**config.mk**
```make
export PLATFORM = sky130hd
export DESIGN_NAME = dfs_sequencer
export DESIGN_NICKNAME = d
export VERILOG_FILES = /design/src/rtl/dfs_pkg.sv /design/src/rtl/dfs_timer.sv /design/src/rtl/dfs_sequencer.sv
export SDC_FILE = /design/constraint.sdc
export NUM_CORES = 1
export LEC_CHECK = 0
export ABC_AREA = 1
export BUFFER_PORTS_ARGS = -buffer_cell sky130_fd_sc_hd__buf_2
export CAP_MARGIN = 20
export CORE_MARGIN = 4
export CORE_UTILIZATION = 40
export DETAILED_ROUTE_END_ITERATION = 8
export GPL_ROUTABILITY_DRIVEN = 0
export GPL_TIMING_DRIVEN = 1
export PLACE_DENSITY = 0.56
export SETUP_SLACK_MARGIN = 0.3
export SLEW_MARGIN = 20
export SYNTH_ARGS = -nofsm -noshare
export SYNTH_HDL_FRONTEND = slang
export SYNTH_SLANG_ARGS = --single-unit
```
**constraint.sdc**
```tcl
create_clock -name ref_clk_in -period 2.55 [get_ports ref_clk_in]
set_clock_uncertainty 0.2 [all_clocks]
set_input_delay 0.51 -clock ref_clk_in [delete_from_list [all_inputs] [get_ports ref_clk_in]]
set_output_delay 0.51 -clock ref_clk_in [all_outputs]
set_load 0.1 [all_outputs]
```
**src/rtl/dfs_pkg.sv**
```systemverilog
// package of constants and types for the duplex feed sequencer
package dfs_pkg;
	// =====================================================
	// clock and time base
	localparam int unsigned CLK_HZ = 125_000_000;
	localparam int unsigned TICK_US = 1_000; // 1 ms tick
	localparam int unsigned TICK_DIV_DEF = CLK_HZ / 1_000_000 * TICK_US;
	// =====================================================
	// jam timeouts and sequence step times in milliseconds
	localparam int unsigned REVERSE_TO_MS = 1_100;
	localparam int unsigned DUPLEX_TO_MS = 1_500;
	localparam int unsigned PICKUP_TO_MS = 3_300;
	localparam int unsigned REVERSE_DELAY_MS_DEF = 50;
	localparam int unsigned REG_TIME_MS_DEF = 200;
	localparam int TMR_W = 12;
	// =====================================================
	// link commands
	localparam int CMD_W = 4;
	localparam logic [3:0] CMD_NONE = 4'h0;
	localparam logic [3:0] CMD_TIMING = 4'h1;
	localparam logic [3:0] CMD_PICKUP = 4'h2;
	localparam logic [3:0] CMD_AUTO_DELIVER = 4'h3;
	localparam logic [3:0] CMD_ABORT = 4'h4;
	localparam logic [3:0] CMD_CLEAR_JAM = 4'h5;
	// =====================================================
	// jam codes and status layout
	localparam int JAM_W = 2;
	localparam logic [1:0] JAM_NONE = 2'h0;
	localparam logic [1:0] JAM_REVERSE = 2'h1;
	localparam logic [1:0] JAM_DUPLEX = 2'h2;
	localparam logic [1:0] JAM_PICKUP = 2'h3;
	localparam int STAT_W = 8;
	// =====================================================
	// sequencer states, gray along the path
	typedef enum logic [2:0] {
		DFS_IDLE = 3'b000,
		DFS_WAIT_REV = 3'b001,
		DFS_REVERSE = 3'b011,
		DFS_DRAW_IN = 3'b010,
		DFS_REGISTER = 3'b110,
		DFS_REFEED = 3'b111,
		DFS_JAM = 3'b101,
		DFS_DELIVER = 3'b100
	} dfs_state_t;
endpackage

```
**src/rtl/dfs_timer.sv**
```systemverilog
// tick-based jam timeout counter
`timescale 1ns/1ps
module dfs_timer
	import dfs_pkg::*;
(
	// clock and reset
	input wire logic ref_clk_in,
	input wire logic reset_n_in,
	// control
	input wire logic tick_in,
	input wire logic start_in,
	input wire logic stop_in,
	input wire logic [TMR_W-1:0] limit_in,
	// result
	output logic expired_out
);
	logic [TMR_W-1:0] count_r;
	logic run_r;

	// start at trigger edge, clear when expected sensor asserts
	always_ff @(posedge ref_clk_in or negedge reset_n_in)
	begin
		if (!reset_n_in)
		begin
			count_r <= '0;
			run_r <= 1'b0;
			expired_out <= 1'b0;
		end
		else if (stop_in)
		begin
			run_r <= 1'b0;
			count_r <= '0;
			expired_out <= 1'b0;
		end
		else if (start_in)
		begin
			run_r <= 1'b1;
			count_r <= '0;
			expired_out <= 1'b0;
		end
		else if (run_r && tick_in)
		begin
			if (count_r + TMR_W'(1) >= limit_in)
			begin
				run_r <= 1'b0;
				expired_out <= 1'b1;
			end
			count_r <= count_r + TMR_W'(1);
		end
		else
		begin
			expired_out <= 1'b0;
		end
	end
endmodule // dfs_timer

```
**src/rtl/dfs_sequencer.sv**
```systemverilog
// duplex feed sequencer and jam supervisor
//
// Overview of operation
// - after timing and a fixed wait, reverse the delivery roller.
// - after draw-in, do horizontal registration, then refeed into engine.
// - no feed-sensor paper 1.1 s after fuser-exit trailing edge: jam.
// - no jam-sensor paper 1.5 s after feed-sensor leading edge: jam.
// - no top-of-page paper 3.3 s after duplex pickup starts: jam.
// - jams decided by sampling sensors at fixed stored check times.
// - on any jam halt the duplex feed and notify the formatter.
// - offer auto delivery when jam or feed sensor sees paper pre-print.
// - while fitted, the unit drives delivery rollers forward on fwd_delivery_req_in or in auto delivery, except in reverse and draw-in.
// - execute engine commands on motor and clutch, return status.
`timescale 1ns/1ps
module dfs_sequencer
	import dfs_pkg::*;
#(
	parameter int unsigned TICK_DIV = TICK_DIV_DEF,
	parameter int unsigned REV_DELAY_MS = REVERSE_DELAY_MS_DEF,
	parameter int unsigned REG_MS = REG_TIME_MS_DEF
)
(
	// clock and reset
	input wire logic ref_clk_in,
	input wire logic reset_n_in,
	// command link from engine controller
	input wire logic cmd_valid_in,
	input wire logic [CMD_W-1:0] cmd_in,
	input wire logic unit_fitted_in,
	input wire logic print_active_in,
	input wire logic fwd_delivery_req_in,
	// paper sensors (pins)
	input wire logic duplex_jam_sensor_in,
	input wire logic duplex_feed_sensor_in,
	input wire logic top_of_page_sensor_in,
	input wire logic fuser_exit_sensor_in,
	// loads
	output logic deliv_fwd_out,
	output logic deliv_rev_out,
	output logic feed_motor_out,
	output logic reg_clutch_out,
	// status toward engine controller
	output logic [STAT_W-1:0] status_out,
	output logic jam_notify_out
);
	// =====================================================
	// pin synchronisers
	logic [3:0] sens_s1_r, sens_s2_r, sens_d_r;
	logic jam_s, feed_s, top_s, fuse_s;
	always_ff @(posedge ref_clk_in or negedge reset_n_in)
	begin
		if (!reset_n_in)
		begin
			sens_s1_r <= '0;
			sens_s2_r <= '0;
			sens_d_r <= '0;
		end
		else
		begin
			sens_s1_r <= {fuser_exit_sensor_in, top_of_page_sensor_in,
				duplex_feed_sensor_in, duplex_jam_sensor_in};
			sens_s2_r <= sens_s1_r;
			sens_d_r <= sens_s2_r;
		end
	end
	assign {fuse_s, top_s, feed_s, jam_s} = sens_s2_r;
	logic fuse_fall, feed_rise, jam_rise, top_rise;
	assign fuse_fall = sens_d_r[3] && !fuse_s;
	assign top_rise = !sens_d_r[2] && top_s;
	assign feed_rise = !sens_d_r[1] && feed_s;
	assign jam_rise = !sens_d_r[0] && jam_s;

	// =====================================================
	// fixed-rate tick, the stored check-time base
	localparam int DIV_W = $clog2(TICK_DIV + 1);
	logic [DIV_W-1:0] div_r;
	logic tick;
	assign tick = (div_r == DIV_W'(TICK_DIV - 1));
	always_ff @(posedge ref_clk_in or negedge reset_n_in)
	begin
		if (!reset_n_in)
			div_r <= '0;
		else if (tick)
			div_r <= '0;
		else
			div_r <= div_r + DIV_W'(1);
	end

	// =====================================================
	// state and command decode
	dfs_state_t state_r;
	logic cmd_timing, cmd_pickup, cmd_deliver, cmd_abort, cmd_clear;
	assign cmd_timing = cmd_valid_in && cmd_in == CMD_TIMING;
	assign cmd_pickup = cmd_valid_in && cmd_in == CMD_PICKUP;
	assign cmd_deliver = cmd_valid_in && cmd_in == CMD_AUTO_DELIVER;
	assign cmd_abort = cmd_valid_in && cmd_in == CMD_ABORT;
	assign cmd_clear = cmd_valid_in && cmd_in == CMD_CLEAR_JAM;

	// =====================================================
	// jam timers
	logic rev_exp, dup_exp, pick_exp;
	logic in_flow;
	assign in_flow = state_r != DFS_IDLE && state_r != DFS_JAM;
	dfs_timer u_rev_timer (
		.ref_clk_in(ref_clk_in),
		.reset_n_in(reset_n_in),
		.tick_in(tick),
		// armed at each trailing edge with feed_s low outside jam and deliver: the timing command only follows it,
		// so gating on the active sequence would never start this timer
		.start_in(fuse_fall),
		.stop_in(feed_s || state_r == DFS_JAM || state_r == DFS_DELIVER),
		.limit_in(TMR_W'(REVERSE_TO_MS)),
		.expired_out(rev_exp)
	);
	dfs_timer u_dup_timer (
		.ref_clk_in(ref_clk_in),
		.reset_n_in(reset_n_in),
		.tick_in(tick),
		.start_in(in_flow && feed_rise),
		.stop_in(jam_s || !in_flow),
		.limit_in(TMR_W'(DUPLEX_TO_MS)),
		.expired_out(dup_exp)
	);
	logic pick_start;
	assign pick_start = state_r == DFS_REGISTER && cmd_pickup;
	dfs_timer u_pick_timer (
		.ref_clk_in(ref_clk_in),
		.reset_n_in(reset_n_in),
		.tick_in(tick),
		.start_in(pick_start),
		.stop_in(top_rise || top_s || !in_flow),
		.limit_in(TMR_W'(PICKUP_TO_MS)),
		.expired_out(pick_exp)
	);

	// =====================================================
	// sequence step timer (reverse wait, registration dwell)
	logic [TMR_W-1:0] step_r;
	logic [JAM_W-1:0] jam_code_r;
	logic any_exp;
	assign any_exp = rev_exp || dup_exp || pick_exp;

	// main sequence: timing, wait, reverse, draw in, register, refeed
	always_ff @(posedge ref_clk_in or negedge reset_n_in)
	begin
		if (!reset_n_in)
		begin
			state_r <= DFS_IDLE;
			step_r <= '0;
		end
		else if (any_exp && in_flow)
		begin
			state_r <= DFS_JAM;
			step_r <= '0;
		end
		else
		begin
			if (tick)
				step_r <= step_r + TMR_W'(1);
			unique case (state_r)
				DFS_IDLE:
				begin
					step_r <= '0;
					if (cmd_timing && unit_fitted_in)
						state_r <= DFS_WAIT_REV;
					else if (cmd_deliver && (jam_s || feed_s))
						state_r <= DFS_DELIVER;
				end
				DFS_WAIT_REV:
					if (step_r >= TMR_W'(REV_DELAY_MS))
						state_r <= DFS_REVERSE;
				DFS_REVERSE:
					if (feed_s)
						state_r <= DFS_DRAW_IN;
				DFS_DRAW_IN:
					if (jam_s)
					begin
						state_r <= DFS_REGISTER;
						step_r <= '0;
					end
				DFS_REGISTER:
					if (pick_start && step_r >= TMR_W'(REG_MS))
						state_r <= DFS_REFEED;
				DFS_REFEED:
					if (top_s)
						state_r <= DFS_IDLE;
				DFS_JAM:
					if (cmd_clear)
						state_r <= DFS_IDLE;
				DFS_DELIVER:
					if (!jam_s && !feed_s)
						state_r <= DFS_IDLE;
			endcase
			if (cmd_abort && state_r != DFS_JAM)
				state_r <= DFS_IDLE;
		end
	end

	// latch jam type; first timeout wins
	always_ff @(posedge ref_clk_in or negedge reset_n_in)
	begin
		if (!reset_n_in)
			jam_code_r <= JAM_NONE;
		else if (in_flow && rev_exp)
			jam_code_r <= JAM_REVERSE;
		else if (in_flow && dup_exp)
			jam_code_r <= JAM_DUPLEX;
		else if (in_flow && pick_exp)
			jam_code_r <= JAM_PICKUP;
		else if (state_r == DFS_JAM && cmd_clear)
			jam_code_r <= JAM_NONE;
	end

	// =====================================================
	// loads and status, all registered
	always_ff @(posedge ref_clk_in or negedge reset_n_in)
	begin
		if (!reset_n_in)
		begin
			deliv_fwd_out <= 1'b0;
			deliv_rev_out <= 1'b0;
			feed_motor_out <= 1'b0;
			reg_clutch_out <= 1'b0;
			jam_notify_out <= 1'b0;
			status_out <= '0;
		end
		else
		begin
			deliv_rev_out <= unit_fitted_in && (state_r == DFS_REVERSE ||
				state_r == DFS_DRAW_IN);
			deliv_fwd_out <= unit_fitted_in && (fwd_delivery_req_in ||
				state_r == DFS_DELIVER) && state_r != DFS_REVERSE &&
				state_r != DFS_DRAW_IN;
			feed_motor_out <= state_r == DFS_DRAW_IN ||
				state_r == DFS_REFEED || state_r == DFS_DELIVER;
			reg_clutch_out <= state_r == DFS_REGISTER;
			jam_notify_out <= state_r == DFS_JAM;
			status_out <= {state_r, jam_code_r,
				!print_active_in && (jam_s || feed_s),
				state_r == DFS_JAM, unit_fitted_in};
		end
	end
endmodule // dfs_sequencer

```
# Word level (Yosys, flattened, before mapping)
# Index checks and enable logic that the tools add are counted.
[word_totals]
ff_bits = 101
inputBits = 14
output_inout_bits = 13
elab_cells = 174
[op_classes]
add_sub_neg = 5
n_lt_le_gt_ge = 5
n_eq_ne = 27
n_mux = 54
reduce_logical = 61
[ops]
columns = ["operator", "count"]
rows = [
  ["two-way mux 12 bit", 12],
  ["adder 12 x 1 -> 12 bit (second input constant)", 4],
  ["two-way mux 3 bit", 11],
  ["logical AND 1 bit", 29],
  ["!= test 4 bit (second input constant)", 7],
  ["greater-or-equal comparator 12 x 11 -> 1 bit (second input constant)", 2],
  ["two-way mux 1 bit", 24],
  ["one-hot mux 12 bit (2 select lines)", 1],
  ["one-hot mux 3 bit (8 select lines)", 1],
  ["nonzero test 3 bit", 7],
  ["adder 17 x 1 -> 17 bit (second input constant)", 1],
  ["== test 17 bit (second input constant)", 1],
  ["two-way mux 17 bit", 1],
  ["== test 3 bit (second input constant)", 4],
  ["greater-or-equal comparator 12 bit (second input constant)", 1],
  ["greater-or-equal comparator 12 x 6 -> 1 bit (second input constant)", 1],
  ["greater-or-equal comparator 12 x 8 -> 1 bit (second input constant)", 1],
  ["logical OR 1 bit", 12],
  ["== test 4 x 2 -> 1 bit (second input constant)", 2],
  ["== test 4 x 3 -> 1 bit (second input constant)", 2],
  ["two-way mux 2 bit", 4],
  ["!= test 4 x 3 -> 1 bit (second input constant)", 2],
  ["AND reduction 8 bit", 1],
  ["logical NOT 1 bit", 7],
  ["other kinds (10)", 14],
]

# Logic depth before layout (Yosys ltp)
[depth]
word_depth = 8
ltp_mapped = 14
ltp_nobuf = 14

# Cells and area by module
# A second synthesis with hierarchy kept.
[hier_totals]
cells_unflattened = 856
hier_area_um2 = 6376.1
[modules_own_cells]
columns = ["module", "n_inst", "cells_each", "area_per_inst_um2", "seq_area_each_um2"]
rows = [
  ["dfs_timer", 3, 167, 1163.6, 350.3],
  ["dfs_sequencer", 1, 355, 2885.3, 1401.3],
]

# Worst setup path before layout
# OpenSTA, ideal clock, no wires.
[synth_timing]
path_type = "register to output"
startpoint = "register status_out[1]"
endpoint = "output port status_out[1]"
arrival_time_ps = 1324
t_required_ps = 1840
slack_ps = 516
stages_incl_launch_ff = 2
path_buffers = 1
path_cell_list = "dfrtp_1 > buf_4"
[synth_rtl]
columns = ["item", "line", "text"]
rows = [
  ["start, declared", "dfs_sequencer.sv:43", "output logic [STAT_W-1:0] status_out,"],
  ["start signal, assigned", "dfs_sequencer.sv:238", "status_out <= {state_r, jam_code_r,"],
]
# No word-level cell between the ends.

# Worst setup path after layout
[layout_timing]
startpoint = "register div_r[0]"
endpoint = "register u_rev_timer.count_r[6]"
[layout_via]
elab_chain_len = 3
[layout_lines]
columns = ["item", "line", "text"]
rows = [
  ["start, declared", "dfs_sequencer.sv:76", "logic [DIV_W-1:0] div_r;"],
  ["start signal, assigned", "dfs_sequencer.sv:86", "div_r <= div_r + DIV_W'(1);"],
  ["== test 17 bit", "dfs_sequencer.sv:78", "assign tick = (div_r == DIV_W'(TICK_DIV - 1));"],
  ["logical AND 1 bit", "dfs_timer.sv:41", "else if (run_r && tick_in)"],
  ["nonzero test 3 bit (no source line)", "--", ""],
  ["end signal, assigned", "dfs_timer.sv:48", "count_r <= count_r + TMR_W'(1);"],
  ["end, declared", "dfs_timer.sv:17", "logic [TMR_W-1:0] count_r;"],
]
# Every way passes these cells.
# A chain may end at the register's enable or synchronous reset.

==> impl_summary.txt <==
----------------------------------------------------
[Timing]
  Max Slew Vio Count ... 0
  RSZ-0062 raised after global routing ... true
  Total Neg Setup Slack ... 0 ns
  # setup viols final ... 0
  Final-report hold violation count ... 0
  Post-layout minimum cycle time ... roughly 2.1 ns
  Pin slew with the least headroom to its limit ... 0.494 ns
  Final cycle utilization of the critical path ... 0.822
  Fmax ... 477 MHz
  Tightest slew margin relative to the limit ... 0.673

[Layout]
  Synth-to-Final Area Change ... 13.7%
  Area of the multi-input gates ... 2300 um^2
  Commonest cells after routing, fill and taps aside ... sky130_fd_sc_hd__nand2_1, sky130_fd_sc_hd__inv_1, sky130_fd_sc_hd__dfrtp_1
  Number of nets in the finished design ... 711
  Number of fill cells in the layout ... 1266
  Layout Cells excl Fill ... 868
  Fraction of final layout cells sized beyond drive strength 1 ... 0.147
  Core utilization of the finished layout ... 0.466
  Register cell area after layout ... 2450 um^2
  Ant. Diodes ... 0
  Most frequent standard cell in the layout excluding fill and tap cells ... sky130_fd_sc_hd__nand2_1

[Power]
  Clock group share of total power ... 0.313
  Max rail drop VDD ... 0.384 mV
  Pwr Total ... 0.00412 W
  Power density over cell area ... about 700 nW/um^2
  Fraction of power consumed by combinational cells ... 0.270
  Cell leakage power ... 2.83 nW
  Net Sw Power ... 0.00152 W
  Internal portion of total power ... 0.00261 W
  Switching Fraction ... 0.368
  Seq pwr share ... 0.417

[Critical path]
  Worst path depth ... 11
  Register-to-Register Path Depth ... 11
  Critical-path cell list ... ha_1 > nand2_1 > inv_2 > nand3_1 > nor2_2 > nand2_4 > inv_2 > nand2_1 > nand2_2 > inv_1 > a22o_1
  Biggest cell delay along the critical path ... 0.35 ns
  Launching element type of the critical path ... flop
  Delay-heaviest family, CP ... simple AND/OR/NAND/NOR gates
  Data required time of the critical path ... approximately 2.6 ns
  Critical path peak fanout ... 9
  Endpoint class of the critical path ... flop
  Critical path buffers and inverters ... 3
  Critical path arrival ... approximately 2.1 ns
  Slowest-stage cell, CP ... sky130_fd_sc_hd__dfrtp_1
  Path type of the worst setup path ... flop to flop

[Floorplanning]
  Std-Cell Rows ... 41
  Number of placed I/O pins ... 27
  Die area ... 14900 um^2
  Floorplan die width ... 122 um
  Effective utilization at floorplan ... 0.410
  Core Region ... 12700 um^2
  Chip Height ... ~120 um

[Status]
  Outcome ... finished clean

[Detailed routing]
  Drt first pass iters ... 5
  Detailed-route DRC error count ... 0
  DRC violation total after the first TritonRoute iteration ... 265
  Total number of vias ... ~4200
  Routed wire per std cell ... 12.1 um
  Post-Route WL ... 10.5 mm
  Via density ... ~4.9
  Post-DRT Antenna Nets ... 0

[Yosys]
  Total number of yosys warnings ... 0
  Net Count, Synth ... 670
  Gate count of the mapped netlist ... 650
  Post-synthesis instance area ... about 5200 um^2
  Synth Area per Inst ... between 7 and 8 um^2
  Sequential area share after synthesis ... 0.472
  Commonest register cell after synthesis ... sky130_fd_sc_hd__dfrtp_1
  Count of flip-flops with a built-in enable after synthesis ... 0
  Netlist cell types ... 36
  FF+latch count, synth ... between 90 and 100
  Async SR Flop Fraction ... 1.00

[Global routing]
  Antenna violations before repair ... 0
  Grt total ovfl ... 0
  Pin count of the biggest net entering global routing ... 45
  Global-route wire length before repair ... 18.6 mm
  Overall fraction of global-route tracks in use ... 0.154
  Vias in the first global route ... 4128

[Place]
  Placed insts ... ~850
  Post-DP HPWL ... 7.71 mm
  IO buf count ... 26

[Hold path]
  Hold Path Depth ... 1
  Worst min-delay path category ... primary input to flop

[CTS]
  Number of buffers on the longest clock path ... 2
  Clock root buffer ... sky130_fd_sc_hd__clkbuf_16
  Clock latency on the worst-skew pair ... 0.34 ns
  Clock-pin slew of the registers on the worst-case setup and hold paths ... roughly 0.06 ns
  Number of sinks driven by the clock tree ... between 90 and 100
  H-tree level count ... 3
  TritonCTS clock tree ... done
  Total clock buffers created by CTS ... 9

[Job]
  Max_cap viols ... 0

----------------------------------------------------
[worst reg2reg max path, delay by kind of cell (launching register included)]
family / cells / cell delay (ns)
fa+ha+maj: 1 / 0.19
simple gates: 6 / 0.67
buf+inv: 3 / 0.38
compound gates: 1 / 0.20
flops: 1 / 0.35
[power by group through the flow]
stage,registers (W),logic (W),clock network [W]
3_5_place_dp,0.00175,0.00111,0
3_3_place_gp,0.00175,0.00111,0
5_1_grt,0.00174,0.00122,0.00140
2_1_floorplan,0.00210,0.000530,0
6_report,0.00172,0.00111,0.00129
4_1_cts,0.00172,0.00112,0.00133
[what timing repair did]
action                     CTS  global route
setup endpoints to repair    2            22
gates resized for setup      1            10
pin swaps                    0             6
hold buffers                 1             0
setup buffers                0             3
hold endpoints to repair    32             0
[through the flow]
step | hold WS, ns | worst slack (ns) | instance area, um^2
after floorplan | 0.0144 | 0.516 | 5200
after global placement | 0.136 | 0.325 | 5550
after detailed placement | 0.135 | 0.278 | 5550
after CTS | 0.0554 | 0.355 | 5850
after global routing | 0.0554 | 0.289 | 5910
final | 0.0724 | 0.454 | 5910
[synth_stat cells, types with 4 or more instances]
cell / number / area [um^2]
sky130_fd_sc_hd__dfrtp_1: 98 / 2450
sky130_fd_sc_hd__inv_2: 10 / 37.5
sky130_fd_sc_hd__nor3_2: 5 / 50.1
sky130_fd_sc_hd__inv_1: 107 / 402
sky130_fd_sc_hd__nand3_1: 47 / 235
sky130_fd_sc_hd__a21oi_1: 22 / 110
sky130_fd_sc_hd__nor2_1: 69 / 259
sky130_fd_sc_hd__nand2_1: 140 / 526
sky130_fd_sc_hd__o21ai_0: 28 / 140
sky130_fd_sc_hd__o22ai_1: 12 / 75.1
sky130_fd_sc_hd__nand4_1: 17 / 106
sky130_fd_sc_hd__nor3_1: 15 / 75.1
sky130_fd_sc_hd__ha_1: 6 / 75.1
sky130_fd_sc_hd__nor2_2: 4 / 25.0
sky130_fd_sc_hd__xor2_1: 16 / 140
sky130_fd_sc_hd__o21ai_1: 8 / 40.0
sky130_fd_sc_hd__o22ai_2: 10 / 125
sky130_fd_sc_hd__nor2_4: 4 / 45.0
[layer usage]
metal / routed length [um] / track usage
met1: 5240 / 0.215
met5: 0 / 0
met2: 4640 / 0.238
met3: 404 / 0.0251
met4: 235 / 0.0686
[worst paths after layout]
path                                       startpoint                      end  slack, ns
worst min register to register           sens_s1_r[0]             sens_s2_r[0]       0.15
min in group asynchronous                  reset_n_in  u_pick_timer.count_r[9]       0.47
worst max-delay path                         div_r[0]   u_rev_timer.count_r[6]       0.45
worst min-delay path            duplex_feed_sensor_in             sens_s1_r[1]       0.07
worst max register to register               div_r[0]   u_rev_timer.count_r[6]       0.45
max in group asynchronous                  reset_n_in        u_rev_timer.run_r       1.02
[registers in the layout, indices dropped and copies added, names as in the netlist]
signal,flops
u_pick_timer.expired_out,1
deliv_rev_out,1
u_dup_timer.expired_out,1
u_pick_timer.run_r,1
u_dup_timer.run_r,1
u_rev_timer.expired_out,1
u_pick_timer.count_r,12
reg_clutch_out,1
sens_s1_r,4
status_out,8
step_r,12
jam_code_r,2
sens_d_r,2
u_dup_timer.count_r,12
state_r,3
sens_s2_r,4
u_rev_timer.run_r,1
u_rev_timer.count_r,12
feed_motor_out,1
deliv_fwd_out,1
div_r,17
[cell type report]
type,count,area share
sequential,98,0.415
multi-input combinational,430,0.389
inverter,117,0.0743
clock buffer,13,0.0440
timing repair buffer,35,0.0371
tap,172,0.0364
clock inverter,3,0.00402
[logic make-up after synthesis]
logic type,count (synthesis),synth area share
AND/OR/NAND/NOR,318,0.284
buffers and inverters,122,0.0927
flip-flops,98,0.472
AO/OA/AOI/OAI,88,0.107
XOR/XNOR,18,0.0303
adder cells (fa/ha/maj),6,0.0144
(Power assumes the default switching activity.)
